File: src/verilog/adcst_pkg.sv
package adcst_pkg;
   // register offsets
   localparam logic [5:0] OFS_WRAP    = 6'h00;
   localparam logic [5:0] OFS_TRIG    = 6'h01;
   localparam logic [5:0] OFS_RES8    = 6'h20;
   localparam logic [5:0] OFS_RES9    = 6'h22;
   localparam logic [5:0] OFS_RSVD_LO = 6'h24;
   localparam logic [5:0] OFS_RSVD_HI = 6'h2F;
   // trigger/resolution field positions
   localparam int TRIG_CLASS_BIT = 7;
   localparam int RES_MSB        = 6;
   localparam int RES_LSB        = 5;
   localparam int DIS_BIT        = 4;
   localparam int SRC_MSB        = 3;
   // reset values
   localparam logic [3:0] WRAP_RST = 4'hF;
   localparam logic [7:0] TRIG_RST = 8'h00;
   // channel limits and resolution codes
   localparam logic [3:0] LAST_CHAN   = 4'h9;
   localparam logic [3:0] DED_TRIG_N  = 4'h4;
   localparam logic [1:0] RES_8       = 2'h0;
   localparam logic [1:0] RES_10      = 2'h1;
   // timing in converter clock cycles
   localparam logic [3:0] SAMPLE_CYC    = 4'h4;
   localparam logic [3:0] DISCHARGE_CYC = 4'h2;
   localparam logic [3:0] CONV_CYC_8    = 4'h8;
   localparam logic [3:0] CONV_CYC_10   = 4'hA;
   localparam logic [3:0] CONV_CYC_12   = 4'hC;
   typedef enum logic [1:0] {ST_IDLE, ST_SAMPLE, ST_CONVERT} adcst_state_t;
endpackage

File: src/verilog/adcst_res_if.sv
`timescale 1ns/1ps
interface adcst_res_if;
   logic        wrEn;
   logic        wrIdx;
   logic [15:0] wrData;
   logic        rdEn;
   logic        rdIdx;
   logic [15:0] rdData;
   modport ctrl  (output wrEn, wrIdx, wrData, rdEn, rdIdx, input rdData);
   modport store (input wrEn, wrIdx, wrData, rdEn, rdIdx, output rdData);
endinterface

File: src/verilog/adcst_seq_trig_cfg.sv
`timescale 1ns/1ps
module adcst_seq_trig_cfg #(
   parameter bit HAS_DED_TRIG = 1'b1
) (
   // clock and reset
   input  wire logic        ref_clk,
   input  wire logic        rstn,
   // register port
   input  wire logic [5:0]  regAddr,
   input  wire logic [15:0] regWrData,
   input  wire logic        regWr,
   input  wire logic        regRd,
   output logic      [15:0] regRdData,
   // conversion control
   input  wire logic        startConv,
   input  wire logic        multiChannelScan,
   input  wire logic [3:0]  startChannel,
   input  wire logic        resultJustifySelect,
   input  wire logic [11:0] convData,
   // trigger pins
   input  wire logic [9:0]  analogTrigPins,
   input  wire logic [3:0]  dedicatedTriggerInputs,
   // status
   output logic             busy,
   output logic             sampleActive,
   output logic             dischargeActive,
   output logic [3:0]       activeChannel,
   output logic [1:0]       resultResolutionField,
   output logic             extTrigger,
   output logic             seqAbort
);
   adcst_res_if res ();

   adcst_pkg::adcst_state_t state_r;
   logic [3:0]  wrap_r;
   logic [7:0]  trig_r;
   logic [3:0]  chan_r;
   logic [3:0]  cnt_r;
   logic        multi_r;
   logic [7:0]  ctlRd_r;
   logic        memSel_r;
   logic        extTrig_r;
   logic        abort_r;
   logic [9:0]  anMeta_r;
   logic [9:0]  anSync_r;
   logic [3:0]  dedMeta_r;
   logic [3:0]  dedSync_r;

   // register decode
   wire wrapSel   = regWr && (regAddr == adcst_pkg::OFS_WRAP);
   wire trigSel   = regWr && (regAddr == adcst_pkg::OFS_TRIG);
   wire ctlWrite  = wrapSel || trigSel;
   wire res8Wr    = regWr && (regAddr == adcst_pkg::OFS_RES8);
   wire res9Wr    = regWr && (regAddr == adcst_pkg::OFS_RES9);
   wire resRd     = regRd && ((regAddr == adcst_pkg::OFS_RES8) ||
                              (regAddr == adcst_pkg::OFS_RES9));
   wire rsvdRd    = regRd && (regAddr >= adcst_pkg::OFS_RSVD_LO) &&
                             (regAddr <= adcst_pkg::OFS_RSVD_HI);
   wire rsvdWr    = regWr && (regAddr >= adcst_pkg::OFS_RSVD_LO) &&
                             (regAddr <= adcst_pkg::OFS_RSVD_HI);

   // control fields
   wire       trigClass = trig_r[adcst_pkg::TRIG_CLASS_BIT];
   wire [1:0] resField  = trig_r[adcst_pkg::RES_MSB:adcst_pkg::RES_LSB];
   wire       disBit    = trig_r[adcst_pkg::DIS_BIT];
   wire [3:0] srcIdx    = trig_r[adcst_pkg::SRC_MSB:0];

   // wrap limit: zero code wraps after channel 0, codes above 9 act as 9
   wire [3:0] wrapLimit = (wrap_r > adcst_pkg::LAST_CHAN) ? adcst_pkg::LAST_CHAN
                                                          : wrap_r;

   // trigger source selection
   wire       classEff  = trigClass && HAS_DED_TRIG;
   wire [3:0] anIdx     = (srcIdx > adcst_pkg::LAST_CHAN) ? adcst_pkg::LAST_CHAN
                                                         : srcIdx;
   wire       dedValid  = srcIdx < adcst_pkg::DED_TRIG_N;
   wire       trigNxt   = classEff ? (dedValid && dedSync_r[srcIdx[1:0]])
                                   : anSync_r[anIdx];

   // sample and conversion lengths
   wire [3:0] sampleLen = adcst_pkg::SAMPLE_CYC +
                          (disBit ? adcst_pkg::DISCHARGE_CYC : 4'h0);
   wire [3:0] convLen   = (resField == adcst_pkg::RES_8)  ? adcst_pkg::CONV_CYC_8 :
                          (resField == adcst_pkg::RES_10) ? adcst_pkg::CONV_CYC_10 :
                                                            adcst_pkg::CONV_CYC_12;
   wire [3:0] firstChan = (startChannel > adcst_pkg::LAST_CHAN) ? adcst_pkg::LAST_CHAN
                                                                : startChannel;

   // sequence progress
   wire inIdle    = state_r == adcst_pkg::ST_IDLE;
   wire inSample  = state_r == adcst_pkg::ST_SAMPLE;
   wire inConvert = state_r == adcst_pkg::ST_CONVERT;
   wire convDone  = inConvert && (cnt_r == 4'h0) && !ctlWrite;
   wire scanMore  = multi_r && (chan_r != wrapLimit) && (chan_r < adcst_pkg::LAST_CHAN);

   // result justification by resolution
   wire [15:0] leftVal  = (resField == adcst_pkg::RES_8)  ? {convData[11:4], 8'h00} :
                          (resField == adcst_pkg::RES_10) ? {convData[11:2], 6'h00} :
                                                            {convData, 4'h0};
   wire [15:0] rightVal = (resField == adcst_pkg::RES_8)  ? {8'h00, convData[11:4]} :
                          (resField == adcst_pkg::RES_10) ? {6'h00, convData[11:2]} :
                                                            {4'h0, convData};
   wire resChan  = (chan_r == 4'h8) || (chan_r == adcst_pkg::LAST_CHAN);
   wire convWrite = convDone && resChan;

   // result store access
   assign res.wrEn   = convWrite || res8Wr || res9Wr;
   assign res.wrIdx  = convWrite ? chan_r[0] : res9Wr;
   assign res.wrData = convWrite ? (resultJustifySelect ? rightVal : leftVal)
                                 : regWrData;
   assign res.rdEn   = resRd;
   assign res.rdIdx  = regAddr[1];

   adcst_result_store u_store (
      .ref_clk (ref_clk),
      .rstn    (rstn),
      .res     (res.store)
   );

   // pin synchronisers
   always_ff @(posedge ref_clk) begin
      if (!rstn) begin
         anMeta_r  <= 10'h000;
         anSync_r  <= 10'h000;
         dedMeta_r <= 4'h0;
         dedSync_r <= 4'h0;
      end else begin
         anMeta_r  <= analogTrigPins;
         anSync_r  <= anMeta_r;
         dedMeta_r <= dedicatedTriggerInputs;
         dedSync_r <= dedMeta_r;
      end
   end

   // control registers, writable at any time
   always_ff @(posedge ref_clk) begin
      if (!rstn) begin
         wrap_r <= adcst_pkg::WRAP_RST;
         trig_r <= adcst_pkg::TRIG_RST;
      end else begin
         if (wrapSel) begin
            wrap_r <= regWrData[3:0];
         end
         if (trigSel) begin
            trig_r <= regWrData[7:0];
         end
      end
   end

   // read data, one cycle after the strobe; unmapped offsets read zero
   always_ff @(posedge ref_clk) begin
      if (!rstn) begin
         ctlRd_r  <= 8'h00;
         memSel_r <= 1'b0;
      end else begin
         memSel_r <= resRd;
         if (regRd && (regAddr == adcst_pkg::OFS_WRAP)) begin
            ctlRd_r <= {4'h0, wrap_r};
         end else if (regRd && (regAddr == adcst_pkg::OFS_TRIG)) begin
            ctlRd_r <= trig_r;
         end else begin
            ctlRd_r <= 8'h00;
         end
      end
   end

   assign regRdData = memSel_r ? res.rdData : {8'h00, ctlRd_r};

   // conversion sequencer
   always_ff @(posedge ref_clk) begin
      if (!rstn) begin
         state_r <= adcst_pkg::ST_IDLE;
         chan_r  <= 4'h0;
         cnt_r   <= 4'h0;
         multi_r <= 1'b0;
      end else if (ctlWrite) begin
         state_r <= adcst_pkg::ST_IDLE;
         cnt_r   <= 4'h0;
      end else begin
         unique case (state_r)
            adcst_pkg::ST_IDLE: begin
               if (startConv) begin
                  multi_r <= multiChannelScan;
                  chan_r  <= multiChannelScan ? 4'h0 : firstChan;
                  cnt_r   <= sampleLen - 4'h1;
                  state_r <= adcst_pkg::ST_SAMPLE;
               end
            end
            adcst_pkg::ST_SAMPLE: begin
               if (cnt_r == 4'h0) begin
                  cnt_r   <= convLen - 4'h1;
                  state_r <= adcst_pkg::ST_CONVERT;
               end else begin
                  cnt_r <= cnt_r - 4'h1;
               end
            end
            adcst_pkg::ST_CONVERT: begin
               if (cnt_r != 4'h0) begin
                  cnt_r <= cnt_r - 4'h1;
               end else if (scanMore) begin
                  chan_r  <= chan_r + 4'h1;
                  cnt_r   <= sampleLen - 4'h1;
                  state_r <= adcst_pkg::ST_SAMPLE;
               end else begin
                  state_r <= adcst_pkg::ST_IDLE;
               end
            end
         endcase
      end
   end

   // trigger output and abort indication
   always_ff @(posedge ref_clk) begin
      if (!rstn) begin
         extTrig_r <= 1'b0;
         abort_r   <= 1'b0;
      end else begin
         extTrig_r <= trigNxt;
         abort_r   <= ctlWrite && !inIdle;
      end
   end

   // status outputs
   assign busy                  = !inIdle;
   assign sampleActive          = inSample;
   assign dischargeActive       = inSample && disBit &&
                                  (cnt_r >= adcst_pkg::SAMPLE_CYC);
   assign activeChannel         = chan_r;
   assign resultResolutionField = resField;
   assign extTrigger            = extTrig_r;
   assign seqAbort              = abort_r;

   // checks
   property p_abort;
      @(posedge ref_clk) disable iff (!rstn)
      ctlWrite |=> inIdle && !busy;
   endproperty
   a_abort: assert property (p_abort) else $error("control write did not abort");

   property p_wrap_bound;
      @(posedge ref_clk) disable iff (!rstn)
      (busy && multi_r) |-> (chan_r <= wrapLimit) && (wrapLimit <= 4'h9);
   endproperty
   a_wrap_bound: assert property (p_wrap_bound) else $error("scan passed wrap channel");

   property p_trig_rw;
      @(posedge ref_clk) disable iff (!rstn)
      (trigSel ##1 (regRd && regAddr == adcst_pkg::OFS_TRIG && !trigSel))
         |=> regRdData == {8'h00, $past(regWrData[7:0], 2)};
   endproperty
   a_trig_rw: assert property (p_trig_rw) else $error("trigger register readback wrong");

   property p_ded_trig;
      @(posedge ref_clk) disable iff (!rstn)
      (classEff && dedValid && !trigSel) |=> extTrigger == $past(dedSync_r[srcIdx[1:0]]);
   endproperty
   a_ded_trig: assert property (p_ded_trig) else $error("dedicated trigger not routed");

   property p_analog_trig;
      @(posedge ref_clk) disable iff (!rstn)
      (!classEff && !trigSel) |=> extTrigger == $past(anSync_r[anIdx]);
   endproperty
   a_analog_trig: assert property (p_analog_trig) else $error("analog trigger not routed");

   property p_rsvd_trig;
      @(posedge ref_clk) disable iff (!rstn)
      (classEff && srcIdx >= 4'h4) |=> !extTrigger;
   endproperty
   a_rsvd_trig: assert property (p_rsvd_trig) else $error("reserved trigger index fired");

   property p_conv_len;
      @(posedge ref_clk) disable iff (!rstn)
      (inSample && cnt_r == 4'h0 && !ctlWrite && resField == adcst_pkg::RES_8)
         |=> inConvert && cnt_r == 4'h7;
   endproperty
   a_conv_len: assert property (p_conv_len) else $error("8-bit conversion length wrong");

   property p_discharge;
      @(posedge ref_clk) disable iff (!rstn)
      (inIdle && startConv && !ctlWrite && disBit) |=> inSample && cnt_r == 4'h5;
   endproperty
   a_discharge: assert property (p_discharge) else $error("discharge not added to sample");

   property p_res9;
      @(posedge ref_clk) disable iff (!rstn)
      ((res9Wr && !convWrite) ##1 (regRd && regAddr == adcst_pkg::OFS_RES9))
         |=> regRdData == $past(regWrData, 2);
   endproperty
   a_res9: assert property (p_res9) else $error("channel 9 result word lost");

   property p_rsvd_read;
      @(posedge ref_clk) disable iff (!rstn)
      rsvdRd |=> regRdData == 16'h0000;
   endproperty
   a_rsvd_read: assert property (p_rsvd_read) else $error("reserved offset read nonzero");

   property p_rsvd_write;
      @(posedge ref_clk) disable iff (!rstn)
      rsvdWr |=> $stable(wrap_r) && $stable(trig_r);
   endproperty
   a_rsvd_write: assert property (p_rsvd_write) else $error("reserved write changed control");

   property p_abort_flag;
      @(posedge ref_clk) disable iff (!rstn)
      (ctlWrite && busy) |=> seqAbort;
   endproperty
   a_abort_flag: assert property (p_abort_flag) else $error("abort not flagged");

   property p_wrap_stop;
      @(posedge ref_clk) disable iff (!rstn)
      (convDone && multi_r && chan_r == wrapLimit) |=> inIdle;
   endproperty
   a_wrap_stop: assert property (p_wrap_stop) else $error("scan did not stop at wrap");

   property p_sample_len;
      @(posedge ref_clk) disable iff (!rstn)
      (inIdle && startConv && !ctlWrite && !disBit) |=> inSample && cnt_r == 4'h3;
   endproperty
   a_sample_len: assert property (p_sample_len) else $error("plain sample length wrong");

   property p_conv_len10;
      @(posedge ref_clk) disable iff (!rstn)
      (inSample && cnt_r == 4'h0 && !ctlWrite && resField == adcst_pkg::RES_10)
         |=> inConvert && cnt_r == 4'h9;
   endproperty
   a_conv_len10: assert property (p_conv_len10) else $error("10-bit length wrong");

   property p_conv_len12;
      @(posedge ref_clk) disable iff (!rstn)
      (inSample && cnt_r == 4'h0 && !ctlWrite && resField == 2'h2)
         |=> inConvert && cnt_r == 4'hB;
   endproperty
   a_conv_len12: assert property (p_conv_len12) else $error("12-bit length wrong");

   property p_class_store;
      @(posedge ref_clk) disable iff (!rstn)
      trigSel |=> trigClass == $past(regWrData[adcst_pkg::TRIG_CLASS_BIT]);
   endproperty
   a_class_store: assert property (p_class_store) else $error("class bit not stored");
endmodule

File: src/verilog/adcst_result_store.sv
`timescale 1ns/1ps
module adcst_result_store (
   // clock and reset
   input wire logic ref_clk,
   input wire logic rstn,
   // result access
   adcst_res_if.store res
);
   logic [15:0] mem [0:1];
   logic [15:0] rdData_r;

   // word store for channels 8 and 9
   always_ff @(posedge ref_clk) begin
      if (res.wrEn) begin
         mem[res.wrIdx] <= res.wrData;
      end
   end

   // registered read port
   always_ff @(posedge ref_clk) begin
      if (!rstn) begin
         rdData_r <= 16'h0000;
      end else if (res.rdEn) begin
         rdData_r <= mem[res.rdIdx];
      end
   end

   assign res.rdData = rdData_r;
endmodule

File: config.mk
export PLATFORM = sky130hd
export DESIGN_NAME = adcst_seq_trig_cfg
export DESIGN_NICKNAME = d
export VERILOG_FILES = /design/src/verilog/adcst_pkg.sv /design/src/verilog/adcst_res_if.sv /design/src/verilog/adcst_seq_trig_cfg.sv /design/src/verilog/adcst_result_store.sv
export SDC_FILE = /design/constraint.sdc
export NUM_CORES = 1
export LEC_CHECK = 0
export BUFFER_PORTS_ARGS = -buffer_cell sky130_fd_sc_hd__buf_2
export CORE_MARGIN = 8
export CORE_UTILIZATION = 50
export CTS_BUF_LIST = sky130_fd_sc_hd__clkbuf_16
export CTS_CLUSTER_SIZE = 28
export DETAILED_ROUTE_END_ITERATION = 16
export HOLD_SLACK_MARGIN = 0.08
export PLACE_DENSITY_LB_ADDON = 0.08
export SLEW_MARGIN = 20
export SYNTH_ARGS = -nofsm -noshare
export SYNTH_HDL_FRONTEND = slang
export SYNTH_SLANG_ARGS = --single-unit
File: constraint.sdc
create_clock -name ref_clk -period 4.31 [get_ports ref_clk]
set_clock_uncertainty 0.05 [all_clocks]
set_input_delay 0.431 -clock ref_clk [delete_from_list [all_inputs] [get_ports ref_clk]]
set_output_delay 0.431 -clock ref_clk [all_outputs]
set_load 0.03 [all_outputs]
==> impl_metrics.env <==
export IMPL_hpwl_mm=8.09
export IMPL_slew_headroom_pct=29.7
export IMPL_root_buffer="clkbuf_16"
export IMPL_netlist_instances=517
export IMPL_whs_path_depth=2
export IMPL_final_min_period_over_clock_period_pct=63.7
export IMPL_core_mm2=0.00982
export IMPL_hold_path_end="anMeta_r[6]"
export IMPL_synth_ff_type="dfxtp_1"
export IMPL_ant_nets=0
export IMPL_synthArstFlopShare_pct=0
export IMPL_die_w_um=117
export IMPL_fin_ws_ps=1570
export IMPL_max_freq_ghz=0.364
export IMPL_postCtsHoldBufs=0
export IMPL_place_area_mm2=0.00550
export IMPL_gr_total_overflow=0
export IMPL_p_per_area_mw_per_mm2=407
export IMPL_grt_max_degree=40
export IMPL_yosysWarnings=0
export IMPL_grt_pass1_vias=3582
export IMPL_crit_type="reg2reg"
export IMPL_wire_per_inst_um=15.4
export IMPL_diodes=0
export IMPL_finalHoldViolCount=0
export IMPL_gp_congestion=0.796
export IMPL_synthTopCellsByArea="dfxtp_1 31%, edfxtp_1 19%, mux2i_1 8.5%, and2_1 4.8%, nand2_1 4.3%"
export IMPL_synth_seq_cells=110
export IMPL_start_util_pct=51.6
export IMPL_yosys_top_cells_count="78 x dfxtp_1, 58 x nand2_1, 50 x nor2_1"
export IMPL_reg2reg_setup_slack_ps=1570
export IMPL_final_layout_size_suffix_gt1_share_pct=21.5
export IMPL_cts_buffers=9
export IMPL_rr_worst_depth=8
export IMPL_cpLargestDelayFamily="simple AND/OR/NAND/NOR gates"
export IMPL_routed_wl_mm=11.1
export IMPL_dieArea_mm2=0.0136
export IMPL_syn_nets=584
export IMPL_htreeDepth=3
export IMPL_drt_iter0_markers=259
export IMPL_cts_tree="yes"
export IMPL_seq_area_frac_synth_pct=49.7
export IMPL_area_growth_pct=14.8
export IMPL_cp_slowest_cell="nor3b_4"
export IMPL_dr_pass1_iters=5
export IMPL_worst_setup_path_start_kind="flip-flop"
export IMPL_vias_per_cell=5.31
export IMPL_synth_top_area_share_pct=30.8
export IMPL_post_synth_top_area_cell="dfxtp_1"
export IMPL_crit_arrival_ps=2730
export IMPL_post_cts_resized=0
export IMPL_slowest_delay_ps=430
export IMPL_rsz0062_at_grt="no"
export IMPL_cp_required_ps=4300
export IMPL_worstMarginPinSlew_ps=1050
export IMPL_period_needed_ps=2740
export IMPL_synth_most_common_cell="dfxtp_1"
export IMPL_path_clk_slew_ps=80
export IMPL_fin_area_mm2=0.00582
export IMPL_synth_area_per_cell_um2=9.81
export IMPL_fin_setup_tns_ps=0
export IMPL_peakVddDrop_uv=233
export IMPL_synth_edf_count=32
export IMPL_clk_path_buf_depth=2
export IMPL_io_buffers=85
export IMPL_die_y_um=117
export IMPL_min_delay_start="analogTrigPins[6]"
export IMPL_path_cells="inv_1, ha_1, nor3b_4, nand2_1, nor4_2, nand2_2, o21ai_1, buf_4"
export IMPL_p_leak_uw=0.00243
export IMPL_hold_path_class="in2reg"
export IMPL_path_buf_inv=2
export IMPL_grt_pass1_wl_mm=17.2
export IMPL_drcViolationCount=0
export IMPL_worst_r2r_endpoint="u_store.mem[0][14]"
export IMPL_status="completed"
export IMPL_preCtsSetupSlack_ps=1560
export IMPL_end_kind="flip-flop"
export IMPL_synth_cell_types=51
export IMPL_grt_antenna_before_repair=0
export IMPL_rows=36
export IMPL_netlist_area_mm2=0.00507
export IMPL_setup_violations=0
export IMPL_via_count=3815
export IMPL_critPathMaxFanout=36
export IMPL_clkSinkCount=110
export IMPL_r2r_start="cnt_r[0]"
export IMPL_cts_setup_buffers=0
export IMPL_grtUsageTotal_pct=16.1
export IMPL_final_nets=648
export IMPL_ios=86
export IMPL_drv_slew=0
export IMPL_drv_cap=0
export IMPL_utilization_pct=59.3
export IMPL_clock_latency_ps=350
[where the power goes]
group	leakage (µW)	switching (µW)	internal, µW
Sequential	0.000925	32.4	1100
Clock	0.000158	431	431
Combinational	0.00134	228	149
[through the flow]
stage               hold slack [ps]  power (µW)  cells
CTS                             220        2380    719
finish                          228        2370    719
floorplan                       362        1430    517
detailed placement              368        1530    703
global route                    220        2470    719
global placement                370        1520    703
[area by class of cell]
class / count / area, µm²
Fill cell: 915 / 4000
Sequential cell: 110 / 2520
Multi-Input combinational cell: 363 / 2330
Timing Repair Buffer: 87 / 440
Clock buffer: 9 / 225
Tap cell: 133 / 166
Clock inverter: 7 / 100
Inverter: 10 / 37.5
[cells in the final DEF, fill, tap and decap left out, types with 3 or more instances in the layout]
master / n
buf_2: 85
dfxtp_1: 78
nand2_1: 58
nor2_1: 50
mux2i_1: 43
and2_1: 39
o21ai_0: 39
edfxtp_1: 32
a211oi_1: 19
a21oi_1: 16
inv_1: 10
mux2_2: 10
nand3_1: 9
clkbuf_16: 9
nand2b_1: 8
ha_1: 8
o21ai_1: 7
nor2b_1: 7
and3_1: 6
a31oi_1: 5
xor2_1: 3
nor3_1: 3
[sequential cells by signal, summed over array words and instances, names as in the netlist]
name	cells
u_store.mem	32
u_store.res.rdData	16
anMeta_r	10
anSync_r	10
ctlRd_r	8
trig_r	8
activeChannel	4
cnt_r	4
dedMeta_r	4
dedSync_r	4
wrap_r	4
state_r	2
extTrigger	1
memSel_r	1
multi_r	1
seqAbort	1
[routing by layer]
metal,global-route usage (%),share of wire [%]
met1,22.7,50
met2,23.8,42
met3,4.24,7.7
met4,4.35,0.79
met5,0,0
[worst max path at each step]
stage | slack [ps] | startpoint | cells past startpoint | endpoint
floorplan | 1080 | cnt_r[0] | 8 | u_store.mem[0][0]
global placement | 1590 | regAddr[3] | 7 | u_store.mem[1][11]
detailed placement | 1560 | cnt_r[0] | 8 | u_store.mem[1][12]
CTS | 1530 | cnt_r[0] | 8 | u_store.mem[1][8]
global route | 1300 | cnt_r[0] | 8 | u_store.mem[1][9]
finish | 1570 | cnt_r[0] | 8 | u_store.mem[0][14]
[logic make-up after synthesis]
logic type,count (synthesis),synth area share (%)
xor+xnor,4,0.691
fa+ha+maj,8,1.97
buf+inv,44,4.29
mux,54,11.2
flops,110,49.7
compound gates,105,13.2
simple gates,192,18.9
(Power assumes the default switching activity.)
